## src/rtl/csri_pkg.sv

```systemverilog
// System register bank package: data map, field positions, reset values, carriers.
// Assumes one 20 MHz clock and an 8-bit data space reached as one word per address.
package csri_pkg;
   localparam int         AXI_AW     = 10;                 // 256 data addresses, one word each
   localparam int         SRAM_DEPTH = 128;
   localparam int         SRAM_AW    = 7;
   // Data addresses (byte address on the bus is four times these)
   localparam logic [7:0] A_IND      = 8'h00;
   localparam logic [7:0] A_PTR      = 8'h02;
   localparam logic [7:0] A_STAT     = 8'h04;
   localparam logic [7:0] A_WORK     = 8'h05;
   localparam logic [7:0] A_IFLG     = 8'h06;
   localparam logic [7:0] A_IEN      = 8'h07;
   localparam logic [7:0] A_PERI_LO  = 8'h08;
   localparam logic [7:0] A_SRAM_LO  = 8'h80;
   // Field positions
   localparam int         ST_PD      = 4;
   localparam int         ST_TO      = 3;
   localparam int         IF_TM      = 4;
   localparam int         IF_AD      = 1;
   localparam int         IF_PIN     = 0;
   localparam int         IE_GIE     = 7;
   // Implemented bits
   localparam logic [7:0] IFLG_MASK  = 8'h13;
   localparam logic [7:0] IEN_MASK   = 8'h93;
   localparam logic [7:0] IEN_INDIV  = 8'h13;
   // Program vectors
   localparam logic [15:0] VEC_RESET = 16'h0000;
   localparam logic [15:0] VEC_IRQ   = 16'h0004;
   localparam logic [1:0]  RESP_OKAY = 2'h0;
   // Values after external reset
   localparam logic       PD_RST     = 1'h1;
   localparam logic       TO_RST     = 1'h0;
   localparam logic [7:0] IFLG_RST   = 8'h00;
   localparam logic [7:0] IEN_RST    = 8'h00;

   typedef enum logic [2:0] {RD_IDLE = 3'h1, RD_WAIT = 3'h2, RD_RESP = 3'h4} csri_rd_t;
   typedef enum logic [1:0] {ALU_ADD = 2'h0, ALU_SUB = 2'h1, ALU_AND = 2'h2, ALU_OR = 2'h3} csri_aluop_t;

   typedef struct packed {
      logic        req;
      csri_aluop_t op;
      logic        toWork;
      logic [7:0]  opnd;
   } csri_alu_t;

   typedef struct packed {
      logic tm;
      logic ad;
      logic pin;
   } csri_evt_t;

   typedef struct packed {
      logic       sel;
      logic       we;
      logic [7:0] addr;
      logic [7:0] wdata;
   } csri_per_t;

   typedef struct packed {
      logic [7:0]  ptr;
      logic [7:0]  work;
      logic [7:0]  iflg;
      logic [7:0]  ien;
      logic        pd;
      logic        to;
      logic        dc;
      logic        cy;
      logic        z;
      logic        entry;
      logic [15:0] vec;
      logic [7:0]  aluRes;
      logic        awGot;
      logic        wGot;
      logic [7:0]  waddr;
      logic [7:0]  wdata;
      logic        wEn;
      logic        bvalid;
      csri_rd_t    rd;
      logic        rMem;
      logic [7:0]  rdata;
      csri_per_t   per;
   } csri_state_t;

   localparam csri_state_t ST_RST = '{pd: PD_RST, to: TO_RST, iflg: IFLG_RST, ien: IEN_RST,
                                      vec: VEC_RESET, rd: RD_IDLE, default: '0};
endpackage

```

## src/rtl/csri_sram.sv

```systemverilog
// General purpose data memory, one write and one registered read port.
// Assumes the caller holds address and enables stable for one clock.
module csri_sram (
   input  wire logic                         clk_sys,  // System clock
   input  wire logic                         we,       // Write strobe
   input  wire logic [csri_pkg::SRAM_AW-1:0] waddr,    // Write address
   input  wire logic [7:0]                   wdata,    // Write data
   input  wire logic                         re,       // Read strobe
   input  wire logic [csri_pkg::SRAM_AW-1:0] raddr,    // Read address
   output logic      [7:0]                   rdata     // Read data, one clock after re
);
   logic [7:0] mem [csri_pkg::SRAM_DEPTH];

   // No reset: contents stay unknown after any reset
   always_ff @(posedge clk_sys) begin
      if (we) begin
         mem[waddr] <= wdata;
      end
      if (re) begin
         rdata <= mem[raddr];
      end
   end
endmodule

```

## src/rtl/csri_regbank.sv

```systemverilog
// System special register bank with data map decode, indirect access, ALU flags, interrupts.
// Assumes CPU-side strobes and peripheral events are synchronous to clk_sys.

// Functional notes
// - Addresses 00h-07h are system registers, 08h-7Fh go to peripheral registers.
// - 128-byte SRAM at 80h-FFh, contents unknown after any reset.
// - Address 00h has no storage; accesses go to the pointer's target address.
// - An 8-bit pointer register at 02h supplies the indirect target.
// - Unimplemented system register bits read zero and ignore writes.
// - Status at 04h holds ALU flags, power-down and time-out; bits 7-5 unused.
// - Watchdog reset sets time-out to 1; power-down and ALU flags keep value.
// - Power-down flag set by power-on reset, cleared by sleep, not by halt.
// - Digit carry follows carry out of bit 3 on add and subtract.
// - Zero flag marks zero result; carry is inverted borrow on subtract.
// - Working register at 05h, readable and writable, ALU operand and result.
// - Enabled timer, converter or pin events set their interrupt flag.
// - Global enable and any flag: clear global enable, call address 0004h.
// - Interrupt entry happens only at an instruction boundary.
// - Flag register at 06h: timer bit 4, converter bit 1, pin bit 0.
// - Enable register at 07h: global 7, timer 4, converter 1, pin 0.
// - First fetch after reset from 0000h; 0004h is the only interrupt entry.
module csri_regbank (
   input  wire logic                        clk_sys,    // 20 MHz system clock
   input  wire logic                        rstn,       // Async external/low-voltage reset
   input  wire logic [csri_pkg::AXI_AW-1:0] awaddr,     // AXI write address
   input  wire logic                        awvalid,    // AXI write address valid
   output logic                             awready,    // AXI write address ready
   input  wire logic [31:0]                 wdata,      // AXI write data
   input  wire logic [3:0]                  wstrb,      // AXI write strobes
   input  wire logic                        wvalid,     // AXI write data valid
   output logic                             wready,     // AXI write data ready
   output logic      [1:0]                  bresp,      // AXI write response
   output logic                             bvalid,     // AXI write response valid
   input  wire logic                        bready,     // AXI write response ready
   input  wire logic [csri_pkg::AXI_AW-1:0] araddr,     // AXI read address
   input  wire logic                        arvalid,    // AXI read address valid
   output logic                             arready,    // AXI read address ready
   output logic      [31:0]                 rdata,      // AXI read data
   output logic      [1:0]                  rresp,      // AXI read response
   output logic                             rvalid,     // AXI read valid
   input  wire logic                        rready,     // AXI read ready
   input  csri_pkg::csri_alu_t              alu,        // ALU operation request
   output logic      [7:0]                  aluResult,  // Last ALU result
   input  wire logic                        instrEnd,   // Instruction boundary pulse
   input  wire logic                        sleepExec,  // Sleep instruction pulse
   input  wire logic                        wdtRst,     // Watchdog reset pulse
   input  csri_pkg::csri_evt_t              evt,        // Peripheral event pulses
   output logic                             irqEntry,   // Interrupt entry pulse
   output logic      [15:0]                 vecAddr,    // Program vector to fetch
   output csri_pkg::csri_per_t              per,        // Peripheral register access
   input  wire logic [7:0]                  perRdata    // Peripheral read data
);
   csri_pkg::csri_state_t st;
   csri_pkg::csri_state_t n;
   logic                  rstMeta;
   logic                  rstSync;
   logic                  memWe;
   logic                  memRe;
   logic [7:0]            memRd;
   logic [7:0]            eaW;
   logic [7:0]            eaR;
   logic                  doWrite;
   logic [9:0]            sum;
   logic                  dcExp;
   logic                  swIflgWr;

   // Indirect location resolves to the pointer's target
   function automatic logic [7:0] effAddr(input logic [7:0] a, input logic [7:0] p);
      return (a == csri_pkg::A_IND) ? p : a;
   endfunction

   // Add with nibble carry: {carry, digit carry, sum}
   function automatic logic [9:0] addc(input logic [7:0] a, input logic [7:0] b, input logic cin);
      logic [4:0] lo;
      logic [4:0] hi;
      lo = {1'h0, a[3:0]} + {1'h0, b[3:0]} + {4'h0, cin};
      hi = {1'h0, a[7:4]} + {1'h0, b[7:4]} + {4'h0, lo[4]};
      return {hi[4], lo[4], hi[3:0], lo[3:0]};
   endfunction

   // Reset release through two flops
   always_ff @(posedge clk_sys or negedge rstn) begin
      if (!rstn) begin
         rstMeta <= 1'h0;
         rstSync <= 1'h0;
      end else begin
         rstMeta <= 1'h1;
         rstSync <= rstMeta;
      end
   end

   // Handshake outputs; a pending write blocks new read starts to keep ports apart
   assign doWrite  = st.awGot && st.wGot;
   assign awready  = !st.awGot && !st.bvalid;
   assign wready   = !st.wGot && !st.bvalid;
   assign arready  = (st.rd == csri_pkg::RD_IDLE) && !doWrite;
   assign bvalid   = st.bvalid;
   assign bresp    = csri_pkg::RESP_OKAY;
   assign rvalid   = (st.rd == csri_pkg::RD_RESP);
   assign rresp    = csri_pkg::RESP_OKAY;
   assign rdata    = {24'h0, st.rdata};
   assign aluResult = st.aluRes;
   assign irqEntry = st.entry;
   assign vecAddr  = st.vec;
   assign per      = st.per;
   assign eaW      = effAddr(st.waddr, st.ptr);
   assign eaR      = effAddr(araddr[9:2], st.ptr);
   assign memRe    = arvalid && arready && eaR[7];
   assign memWe    = doWrite && st.wEn && eaW[7];
   assign sum      = (alu.op == csri_pkg::ALU_SUB) ? addc(alu.opnd, ~st.work, 1'h1)
                                                   : addc(alu.opnd, st.work, 1'h0);

   csri_sram u_sram (
      .clk_sys (clk_sys),
      .we      (memWe),
      .waddr   (eaW[6:0]),
      .wdata   (st.wdata),
      .re      (memRe),
      .raddr   (eaR[6:0]),
      .rdata   (memRd)
   );

   // Next state: bus first, then hardware events so that a set beats a clear
   always_comb begin
      n = st;
      n.entry   = 1'h0;
      n.per.sel = 1'h0;
      if (awvalid && awready) begin
         n.awGot = 1'h1;
         n.waddr = awaddr[9:2];
      end
      if (wvalid && wready) begin
         n.wGot  = 1'h1;
         n.wdata = wdata[7:0];
         n.wEn   = wstrb[0];
      end
      if (st.bvalid && bready) begin
         n.bvalid = 1'h0;
      end
      // Write decode, one register per data address
      if (doWrite) begin
         n.awGot  = 1'h0;
         n.wGot   = 1'h0;
         n.bvalid = 1'h1;
         if (st.wEn) begin
            if (eaW == csri_pkg::A_PTR) begin
               n.ptr = st.wdata;
            end else if (eaW == csri_pkg::A_STAT) begin
               {n.dc, n.cy, n.z} = st.wdata[2:0];
            end else if (eaW == csri_pkg::A_WORK) begin
               n.work = st.wdata;
            end else if (eaW == csri_pkg::A_IFLG) begin
               n.iflg = st.wdata & csri_pkg::IFLG_MASK;
            end else if (eaW == csri_pkg::A_IEN) begin
               n.ien = st.wdata & csri_pkg::IEN_MASK;
            end else if (eaW >= csri_pkg::A_PERI_LO && !eaW[7]) begin
               n.per = '{sel: 1'h1, we: 1'h1, addr: eaW, wdata: st.wdata};
            end
         end
      end
      // Read path; SRAM and peripherals need one wait cycle for registered data
      unique case (st.rd)
         csri_pkg::RD_IDLE: begin
            if (arvalid && arready) begin
               n.rMem  = eaR[7];
               n.rd    = csri_pkg::RD_WAIT;
               n.rdata = 8'h00;
               if (!eaR[7] && eaR >= csri_pkg::A_PERI_LO) begin
                  n.per = '{sel: 1'h1, we: 1'h0, addr: eaR, wdata: 8'h00};
               end else if (!eaR[7]) begin
                  n.rd = csri_pkg::RD_RESP;
                  if (eaR == csri_pkg::A_PTR) begin
                     n.rdata = st.ptr;
                  end else if (eaR == csri_pkg::A_STAT) begin
                     n.rdata = {3'h0, st.pd, st.to, st.dc, st.cy, st.z};
                  end else if (eaR == csri_pkg::A_WORK) begin
                     n.rdata = st.work;
                  end else if (eaR == csri_pkg::A_IFLG) begin
                     n.rdata = st.iflg;
                  end else if (eaR == csri_pkg::A_IEN) begin
                     n.rdata = st.ien;
                  end
               end
            end
         end
         csri_pkg::RD_WAIT: begin
            n.rdata = st.rMem ? memRd : perRdata;
            n.rd    = csri_pkg::RD_RESP;
         end
         csri_pkg::RD_RESP: begin
            if (rready) begin
               n.rd = csri_pkg::RD_IDLE;
            end
         end
      endcase
      // ALU flags override a software status write in the same cycle
      if (alu.req) begin
         unique case (alu.op)
            csri_pkg::ALU_ADD, csri_pkg::ALU_SUB: begin
               n.aluRes = sum[7:0];
               n.cy     = sum[9];
               n.dc     = sum[8];
            end
            csri_pkg::ALU_AND: n.aluRes = alu.opnd & st.work;
            csri_pkg::ALU_OR:  n.aluRes = alu.opnd | st.work;
         endcase
         n.z = (n.aluRes == 8'h00);
         if (alu.toWork) begin
            n.work = n.aluRes;
         end
      end
      // Halt has no input here: only sleep touches power-down
      if (sleepExec) begin
         n.pd = 1'h0;
      end
      // Event sets are ORed in after the software write
      n.iflg[csri_pkg::IF_TM]  = n.iflg[csri_pkg::IF_TM] | (evt.tm && st.ien[csri_pkg::IF_TM]);
      n.iflg[csri_pkg::IF_AD]  = n.iflg[csri_pkg::IF_AD] | (evt.ad && st.ien[csri_pkg::IF_AD]);
      n.iflg[csri_pkg::IF_PIN] = n.iflg[csri_pkg::IF_PIN] | (evt.pin && st.ien[csri_pkg::IF_PIN]);
      // Entry sampled only at the boundary; flags seen here are last cycle's
      if (instrEnd && st.ien[csri_pkg::IE_GIE] && (st.iflg != 8'h00)) begin
         n.ien[csri_pkg::IE_GIE] = 1'h0;
         n.entry = 1'h1;
         n.vec   = csri_pkg::VEC_IRQ;
      end
      // Watchdog restart: time-out set, flags and individual enables cleared, global enable and ALU flags kept
      if (wdtRst) begin
         n.to    = 1'h1;
         n.iflg  = 8'h00;
         n.ien   = n.ien & ~csri_pkg::IEN_INDIV;
         n.entry = 1'h0;
         n.vec   = csri_pkg::VEC_RESET;
      end
   end

   // Reset picks power-on values; global enable is taken as zero
   always_ff @(posedge clk_sys or negedge rstSync) begin
      if (!rstSync) begin
         st <= csri_pkg::ST_RST;
      end else begin
         st <= n;
      end
   end

   // Assertion helpers
   assign dcExp    = (({1'h0, alu.opnd[3:0]} + {1'h0, st.work[3:0]}) > 5'h0f);
   assign swIflgWr = doWrite && st.wEn && (eaW == csri_pkg::A_IFLG);
endmodule

```

## config.mk

```make
export PLATFORM = sky130hd
export DESIGN_NAME = csri_regbank
export DESIGN_NICKNAME = d
export VERILOG_FILES = /design/src/rtl/csri_pkg.sv /design/src/rtl/csri_sram.sv /design/src/rtl/csri_regbank.sv
export SDC_FILE = /design/constraint.sdc
export NUM_CORES = 1
export LEC_CHECK = 0
export BUFFER_PORTS_ARGS = -buffer_cell sky130_fd_sc_hd__buf_4
export CAP_MARGIN = 15
export CORE_MARGIN = 2
export CORE_UTILIZATION = 55
export DETAILED_ROUTE_END_ITERATION = 10
export GPL_TIMING_DRIVEN = 1
export HOLD_SLACK_MARGIN = 0.06
export PLACE_DENSITY = 0.72
export SLEW_MARGIN = 30
export SYNTH_ARGS = -nofsm -noshare
export SYNTH_HDL_FRONTEND = slang
export SYNTH_HIERARCHICAL = 1
export SYNTH_SLANG_ARGS = --single-unit
```

## constraint.sdc

```tcl
create_clock -name clk_sys -period 4.7 [get_ports clk_sys]
set_input_delay 0.94 -clock clk_sys [delete_from_list [all_inputs] [get_ports clk_sys]]
set_output_delay 0.94 -clock clk_sys [all_outputs]
set_load 0.1 [all_outputs]
```

==> results of run 1 <==
-- metal layers --
layer	share of wire	vias up	wire length, um
li1	-	9513	-
met5	0	-	0
met3	0.086	208	9190
met4	0.034	0	3660
met2	0.50	1252	53200
met1	0.38	12200	41000
-- sequential cells by signal, indices dropped and copies added, names as in the netlist --
name,cells
irqEntry,1
bvalid,1
st,51
aluResult,8
per,18
u_sram/mem,1024
rstMeta,1
rdata,8
rstSync,1
vecAddr,1
u_sram/rdata,8
-- area by class of cell --
class | instances | area, sq um | area share
sequential | 1122 | 33300 | 0.642
multi-input combinational | 958 | 11500 | 0.223
clock buffer | 136 | 2930 | 0.0564
timing repair buffer | 190 | 1840 | 0.0355
tap | 1070 | 1340 | 0.0258
clock inverter | 70 | 781 | 0.0151
inverter | 39 | 164 | 0.00316
-- synthesized netlist by cell type, drive strengths merged (4+ instances only) --
library cell,instances
edfxtp,1032
mux4,339
nor2,163
buf,130
dfrtp,88
clkbuf,66
mux2,43
inv,37
nand2,36
o21ai,36
nand3,29
mux2i,25
a21oi,23
ha,23
a31oi,22
nor2b,20
nor3,20
nand2b,11
a21o,10
and3,8
a22oi,7
nor4,7
o211ai,7
fa,6
and2,5
nor3b,5
or4,5
nand3b,4
nand4,4
or3,4
-- through the flow --
step	total power [mW]	worst slack [ns]	utilization	hold WS (ns)
after floorplan	16.6	0.239	-	0.331
after global placement	18.0	0.157	0.585	0.311
after detailed placement	18.2	0.108	0.585	0.321
after CTS	27.1	0.808	0.630	0.328
after global routing	27.8	0.708	0.631	0.357
final	26.9	0.789	0.631	0.303
-- timing repair --
| item | 4_1_cts | 5_1_grt |
|---|---|---|
| buffers inserted | 0 | 0 |
| hold buffers | 1 | 0 |
| hold endpoints to repair | 2 | 0 |
| setup endpoints to repair | 0 | 0 |
-- worst paths after layout --
| path | cells past startpoint | endpoint | from |
|---|---|---|---|
| min reg2reg | 0 | st[32] | rstSync |
| min in group clk_sys | 0 | rstSync | rstMeta |
| min | 0 | st[32] | rstSync |
| max | 8 | u_sram/mem[32][0] | st[40] |
| max in group asynchronous | 1 | per[1] | rstSync |
| max reg2reg | 8 | u_sram/mem[32][0] | st[40] |
-- critical path, delay by kind of cell (launching register included) --
family	cells	cell delay (ns)
compound gates	1	0.39
simple gates	5	2.02
flops	1	0.50
buf+inv	2	0.60
-- power by group through the flow --
stage | sequential, mW | clock, mW | combinational (mW)
after detailed placement | 14.0 | 0 | 4.24
final | 13.6 | 8.91 | 4.41
after global placement | 13.9 | 0 | 4.10
after floorplan | 13.8 | 0 | 2.79
after global routing | 13.7 | 9.41 | 4.66
after CTS | 13.8 | 9.05 | 4.26
-- cells in the final DEF (no fill, tap or decap), drive strengths merged, types with 8 or more instances in the layout --
cell / netlist / routed
nor2b: 20 / 20
nor3: 20 / 20
buf: 130 / 189
clkbuf: 66 / 136
ha: 23 / 23
inv: 37 / 43
a21o: 10 / 10
nor2: 163 / 163
a31oi: 22 / 22
and3: 8 / 8
nand3: 29 / 29
bufinv: 0 / 13
clkinv: 2 / 49
mux4: 339 / 339
o21ai: 36 / 36
edfxtp: 1032 / 1032
nand2b: 11 / 11
mux2i: 25 / 25
a21oi: 23 / 23
mux2: 43 / 43
conb: 2 / 44
nand2: 36 / 36
dfrtp: 88 / 88
-- logic make-up (layout without fill, tap and decap cells) --
| logic type | after synthesis | count (layout) | share of synthesized area |
|---|---|---|---|
| adder cells (fa/ha/maj) | 29 | 29 | 0.00890 |
| flip-flops | 1122 | 1122 | 0.725 |
| other | 2 | 44 | 0.000164 |
| buffers and inverters | 235 | 435 | 0.0273 |
| AND/OR/NAND/NOR | 331 | 331 | 0.0347 |
| multiplexers | 407 | 407 | 0.183 |
| AO/OA/AOI/OAI | 147 | 147 | 0.0213 |
==> flow_metrics.py, run 1 <==
metrics = {
    "global_route": {
        "gr-total-overflow": 0,
        "met3_usage": 0.0431,
        "grt_pass1_vias": 23300,
        "grt_pass1_wl_mm": 157,
        "gr-usage-met1": 0.348,
        "grt_max_degree": 88,
        "gr-usage-all-layers": 0.252,
        "grt_busiest_layer": "met2",
        "grt_antenna_before_repair": 2,
        "grt_use_met2": 0.414,
    },
    "final_layout": {
        "finalNonFillerCells": 3585,
        "antennaDiodeCount": 0,
        "fill_cells": 5331,
        "fin_nets": 2539,
        "drive_gt1_frac": 0.307,
        "area_delta_synth_final_pct": 13.2,
        "design_area_sq_um": 51900,
    },
    "cts": {
        "cts_tree": "done",
        "clock_latency_ns": 0.69,
        "cts.htree.levels": 3,
        "clkSinkCount": 1122,
        "cts_resized": 0,
        "clockBufferDepth": 3,
        "clkTransAtPathRegs_ns": 0.06,
        "numCtsBuffers": 110,
        "cts_root_buf": "clkbuf_16",
    },
    "drt": {
        "ant_nets": 0,
        "remaining_drc_errors": 0,
        "vias_per_cell": 6.46,
        "firstDrtPassIters": 5,
        "routed_wl_mm": 107,
        "vias": 23200,
        "drt_iter0_markers": 2533,
        "wl_per_cell_um": 29.9,
    },
    "synthesis": {
        "synth_top_cell_area_share": 0.676,
        "yosysTopAreaCell": "edfxtp_1",
        "avgSynthCellArea_sq_um": 20.2,
        "ys_async_sr_fraction": 0.0802,
        "synth_cells": 2273,
        "synth-main-ff-cell": "edfxtp_1",
        "netlist_area_sq_um": 45800,
        "synth.area.top_cells": "edfxtp_1 (68%), mux4_2 (17%), dfrtp_1 (4.8%), buf_4 (1.5%), nor2_1 (1.3%)",
        "yosys_warnings": 6,
        "synth_edf_count": 1032,
        "ys_ff_latch": 1122,
        "seq_area_frac_synth": 0.725,
        "synth_cell_types": 73,
    },
    "power_and_ir_drop": {
        "power.switching_mw": 8.04,
        "seq_power_share": 0.506,
        "vdd_drop_max_mv": 0.621,
        "pwr-share-comb": 0.164,
        "powerDensity_nw_per_um2": 519,
        "p_int_mw": 18.9,
        "clkPwrFrac": 0.331,
        "switching_share": 0.298,
        "leakage_nw": 16.9,
    },
    "sta": {
        "rsz0062_at_grt": "no",
        "max_slew.worst_pin.slew_ns": 0.987,
        "hold_violations": 0,
        "period_minus_slack_ns": 3.91,
        "slew_headroom": 0.339,
        "max_freq_ghz": 0.256,
        "fin_skew_ns": 0.0573,
        "final_max_slew_viol_count": 0,
        "finalCritPeriodShare": 0.832,
        "fin_setup_tns_ns": 0,
        "setup_violations": 0,
    },
    "place": {
        "gp_congestion": 0.909,
        "dp.cells": 3376,
        "post_dp_cell_area_sq_um": 48100,
        "hpwl_mm": 68.4,
        "io_buffers": 98,
    },
    "critical_path": {
        "start_kind": "register",
        "cp_max_fo": 11,
        "path_cells": "nor2_1 > nand3_1 > a21oi_1 > buf_4 > nor2b_1 > nand2_1 > buf_4 > nor2_1",
        "slowest_stage": "nor2_1",
        "arrival_ns": 4.22,
        "crit_path_max_incr_delay_ns": 0.74,
        "reg2reg_slack_ns": 0.79,
        "crit_required_ns": 5.01,
        "crit_type": "reg -> reg",
        "end_kind": "register",
    },
    "hold_path": {
        "hold_path_class": "reg -> async",
    },
    "die": {
        "core_area_sq_um": 82200,
        "io_pins": 173,
        "die_area_sq_um": 85700,
        "initial_core_util": 0.557,
        "die_x_um": 293,
        "fp-row-count": 105,
        "die_y_um": 293,
    },
    "flow_run": {
        "cap_violations": 0,
    },
    "status": {
        "status": "finished, final reports clean",
    },
}
No activity file was read; power rests on OpenSTA's default activity.
==> run 2: changes to the inputs <==
==> constraint.sdc (replaced) <==
create_clock -name clk_sys -period 3.6 [get_ports clk_sys]
set_input_delay 0.72 -clock clk_sys [delete_from_list [all_inputs] [get_ports clk_sys]]
set_output_delay 0.72 -clock clk_sys [all_outputs]
set_load 0.1 [all_outputs]
==> run 2 against run 1 <==
  * Non-clock buffer count up 167
  * Die area unchanged
  * Register-to-register slack worse by 0.73 ns
  * Flip-flop and latch count unchanged
  * Sequential power up 29%
==> flow_metrics.py, run 2 (same netlist as run 1, synthesis figures left out) <==
metrics = {
    "status": {
        "status": "finished, final reports clean",
    },
    "die": {
        "die_area_sq_um": 85700,
        "core_area_sq_um": 82200,
        "die_y_um": 293,
        "initial_core_util": 0.557,
        "die_x_um": 293,
        "fp-row-count": 105,
        "io_pins": 173,
    },
    "place": {
        "post_dp_cell_area_sq_um": 49400,
        "hpwl_mm": 69.4,
        "dp.cells": 3542,
        "io_buffers": 98,
        "dpl_worst_slack_ns": -0.566,
        "gp_congestion": 0.928,
    },
    "sta": {
        "fin_skew_ns": 0.0415,
        "max_freq_ghz": 0.283,
        "finalCritPeriodShare": 0.982,
        "final_max_slew_viol_count": 0,
        "setup_ws_ns": 0.0638,
        "slew_headroom": 0.366,
        "period_minus_slack_ns": 3.54,
        "hold_violations": 0,
        "rsz0062_at_grt": "no",
        "max_slew.worst_pin.slew_ns": 0.951,
        "setup_violations": 0,
    },
    "drt": {
        "routed_wl_mm": 109,
        "wl_per_cell_um": 29.2,
        "drt_iter0_markers": 2744,
        "remaining_drc_errors": 0,
        "firstDrtPassIters": 8,
        "vias": 23700,
        "vias_per_cell": 6.31,
        "ant_nets": 0,
    },
    "final_layout": {
        "ff_latch_area_sq_um": 33300,
        "design_area_sq_um": 53300,
        "area_delta_synth_final_pct": 16.2,
        "drive_gt1_frac": 0.349,
        "multiInputGateArea_sq_um": 11500,
        "mostFrequentLayoutCells": "edfxtp_1 (1032), mux4_2 (339), buf_4 (316), nor2_1 (162), clkbuf_16 (109)",
        "final_common_cell": "edfxtp_1",
        "fin_nets": 2705,
        "final_core_util": 0.648,
        "fill_cells": 5270,
        "largest_reg_flops": 1024,
        "largest_register": "u_sram/mem",
        "finalNonFillerCells": 3750,
    },
    "cts": {
        "clockBufferDepth": 3,
        "cts_tree": "done",
        "numCtsBuffers": 109,
        "clkSinkCount": 1122,
        "clkTransAtPathRegs_ns": 0.06,
        "cts.htree.levels": 3,
        "cts_root_buf": "clkbuf_16",
        "cts_setup_buffers": 0,
        "clock_latency_ns": 0.69,
    },
    "critical_path": {
        "slowest_stage": "mux4_2",
        "path_cells": "nor3b_1 > a31oi_2 > inv_8 > buf_12 > buf_4 > mux4_2 > mux4_2 > mux4_2 > mux2_2",
        "arrival_ns": 3.95,
        "cp_max_fo": 9,
        "cpMostUsedCell": "mux4_2",
        "crit_path_max_incr_delay_ns": 0.56,
        "crit_required_ns": 4.02,
        "start_kind": "register",
        "crit_path_start": "st[106]",
        "crit_type": "reg -> reg",
        "timing.rr.start": "st[106]",
        "end_kind": "register",
    },
    "power_and_ir_drop": {
        "leakage_nw": 17.9,
        "total_power_mw": 35.5,
        "powerDensity_nw_per_um2": 667,
        "vdd_drop_max_mv": 0.830,
    },
    "global_route": {
        "grt_antenna_before_repair": 1,
        "gr-usage-all-layers": 0.260,
        "grt_pass1_vias": 24200,
        "grt_max_degree": 133,
        "gr-total-overflow": 0,
        "grt_pass1_wl_mm": 162,
    },
    "hold_path": {
        "hp-start": "sleepExec",
        "hold_path_class": "in -> reg",
    },
    "flow_run": {
        "cap_violations": 0,
    },
}
-- run 2: changes by cell type in the layout (fill, tap and decap cells not counted), moves of 3 or more --
| cell | previous run | this run |
|---|---|---|
| clkinv_1 | 21 | 24 |
| buf_4 | 156 | 316 |
| clkinvlp_4 | 3 | 6 |
| buf_12 | 33 | 39 |
| clkinv_2 | 24 | 14 |
| bufinv_16 | 13 | 17 |
| clkbuf_16 | 112 | 109 |
-- run 2: repair_timing --
item                                    4_1_cts  5_1_grt
endpoints found under the hold margin         2        0
hold buffers                                  1        0
endpoints found under the setup margin        0       24
gates resized for setup                       0        4
-- run 2: path summary, 6_finish.rpt --
| kind | to | slack (ns) | cells past startpoint |
|---|---|---|---|
| min in group asynchronous | rstMeta | 0.36 | 2 |
| setup reg to reg | u_sram/rdata[3] | 0.06 | 9 |
| hold reg to reg | rstSync | 0.37 | 0 |
| setup / recovery | u_sram/rdata[3] | 0.06 | 9 |
| max in group asynchronous | st[79] | 2.20 | 1 |
| hold / removal | st[79] | 0.16 | 2 |
-- run 2: per-layer routing --
| metal | track usage | wire length [um] |
|---|---|---|
| met1 | 0.359 | 41200 |
| met2 | 0.421 | 53600 |
| met4 | 0.0914 | 3860 |
| met3 | 0.0490 | 10700 |
| met5 | 0 | 14 |
-- run 2: area by class of cell --
class,count,area share
Inverter,39,0.00324
Clock inverter,71,0.0169
Clock buffer,132,0.0536
Multi-Input combinational cell,958,0.217
Sequential cell,1122,0.625
Tap cell,1070,0.0251
Timing Repair Buffer,357,0.0599
Antenna cell,1,0.0000470
-- run 2: worst max-delay path: cells and delay by family (launching register included) --
kind / cells / cell delay (ns)
AOI/OAI and AO/OA: 1 / 0.24
buffers and inverters: 3 / 0.53
DFF: 1 / 0.35
muxes: 4 / 1.79
and+or+nand+nor: 1 / 0.33
-- run 2: report_power, final --
group | internal, mW | leakage (nW) | switching [mW]
Combinational | 1.69 | 5.66 | 4.48
Sequential | 16.4 | 10.4 | 1.18
Clock | 6.91 | 1.81 | 4.85
Total | 25.0 | 17.9 | 10.5
-- run 2: through the flow --
step                      TNS (ns)  hold WS, ns
after global placement       -4.61        0.341
after global routing             0        0.157
after detailed placement     -4.62        0.352
after CTS                        0        0.133
final                            0        0.163
after floorplan              -2.50        0.331
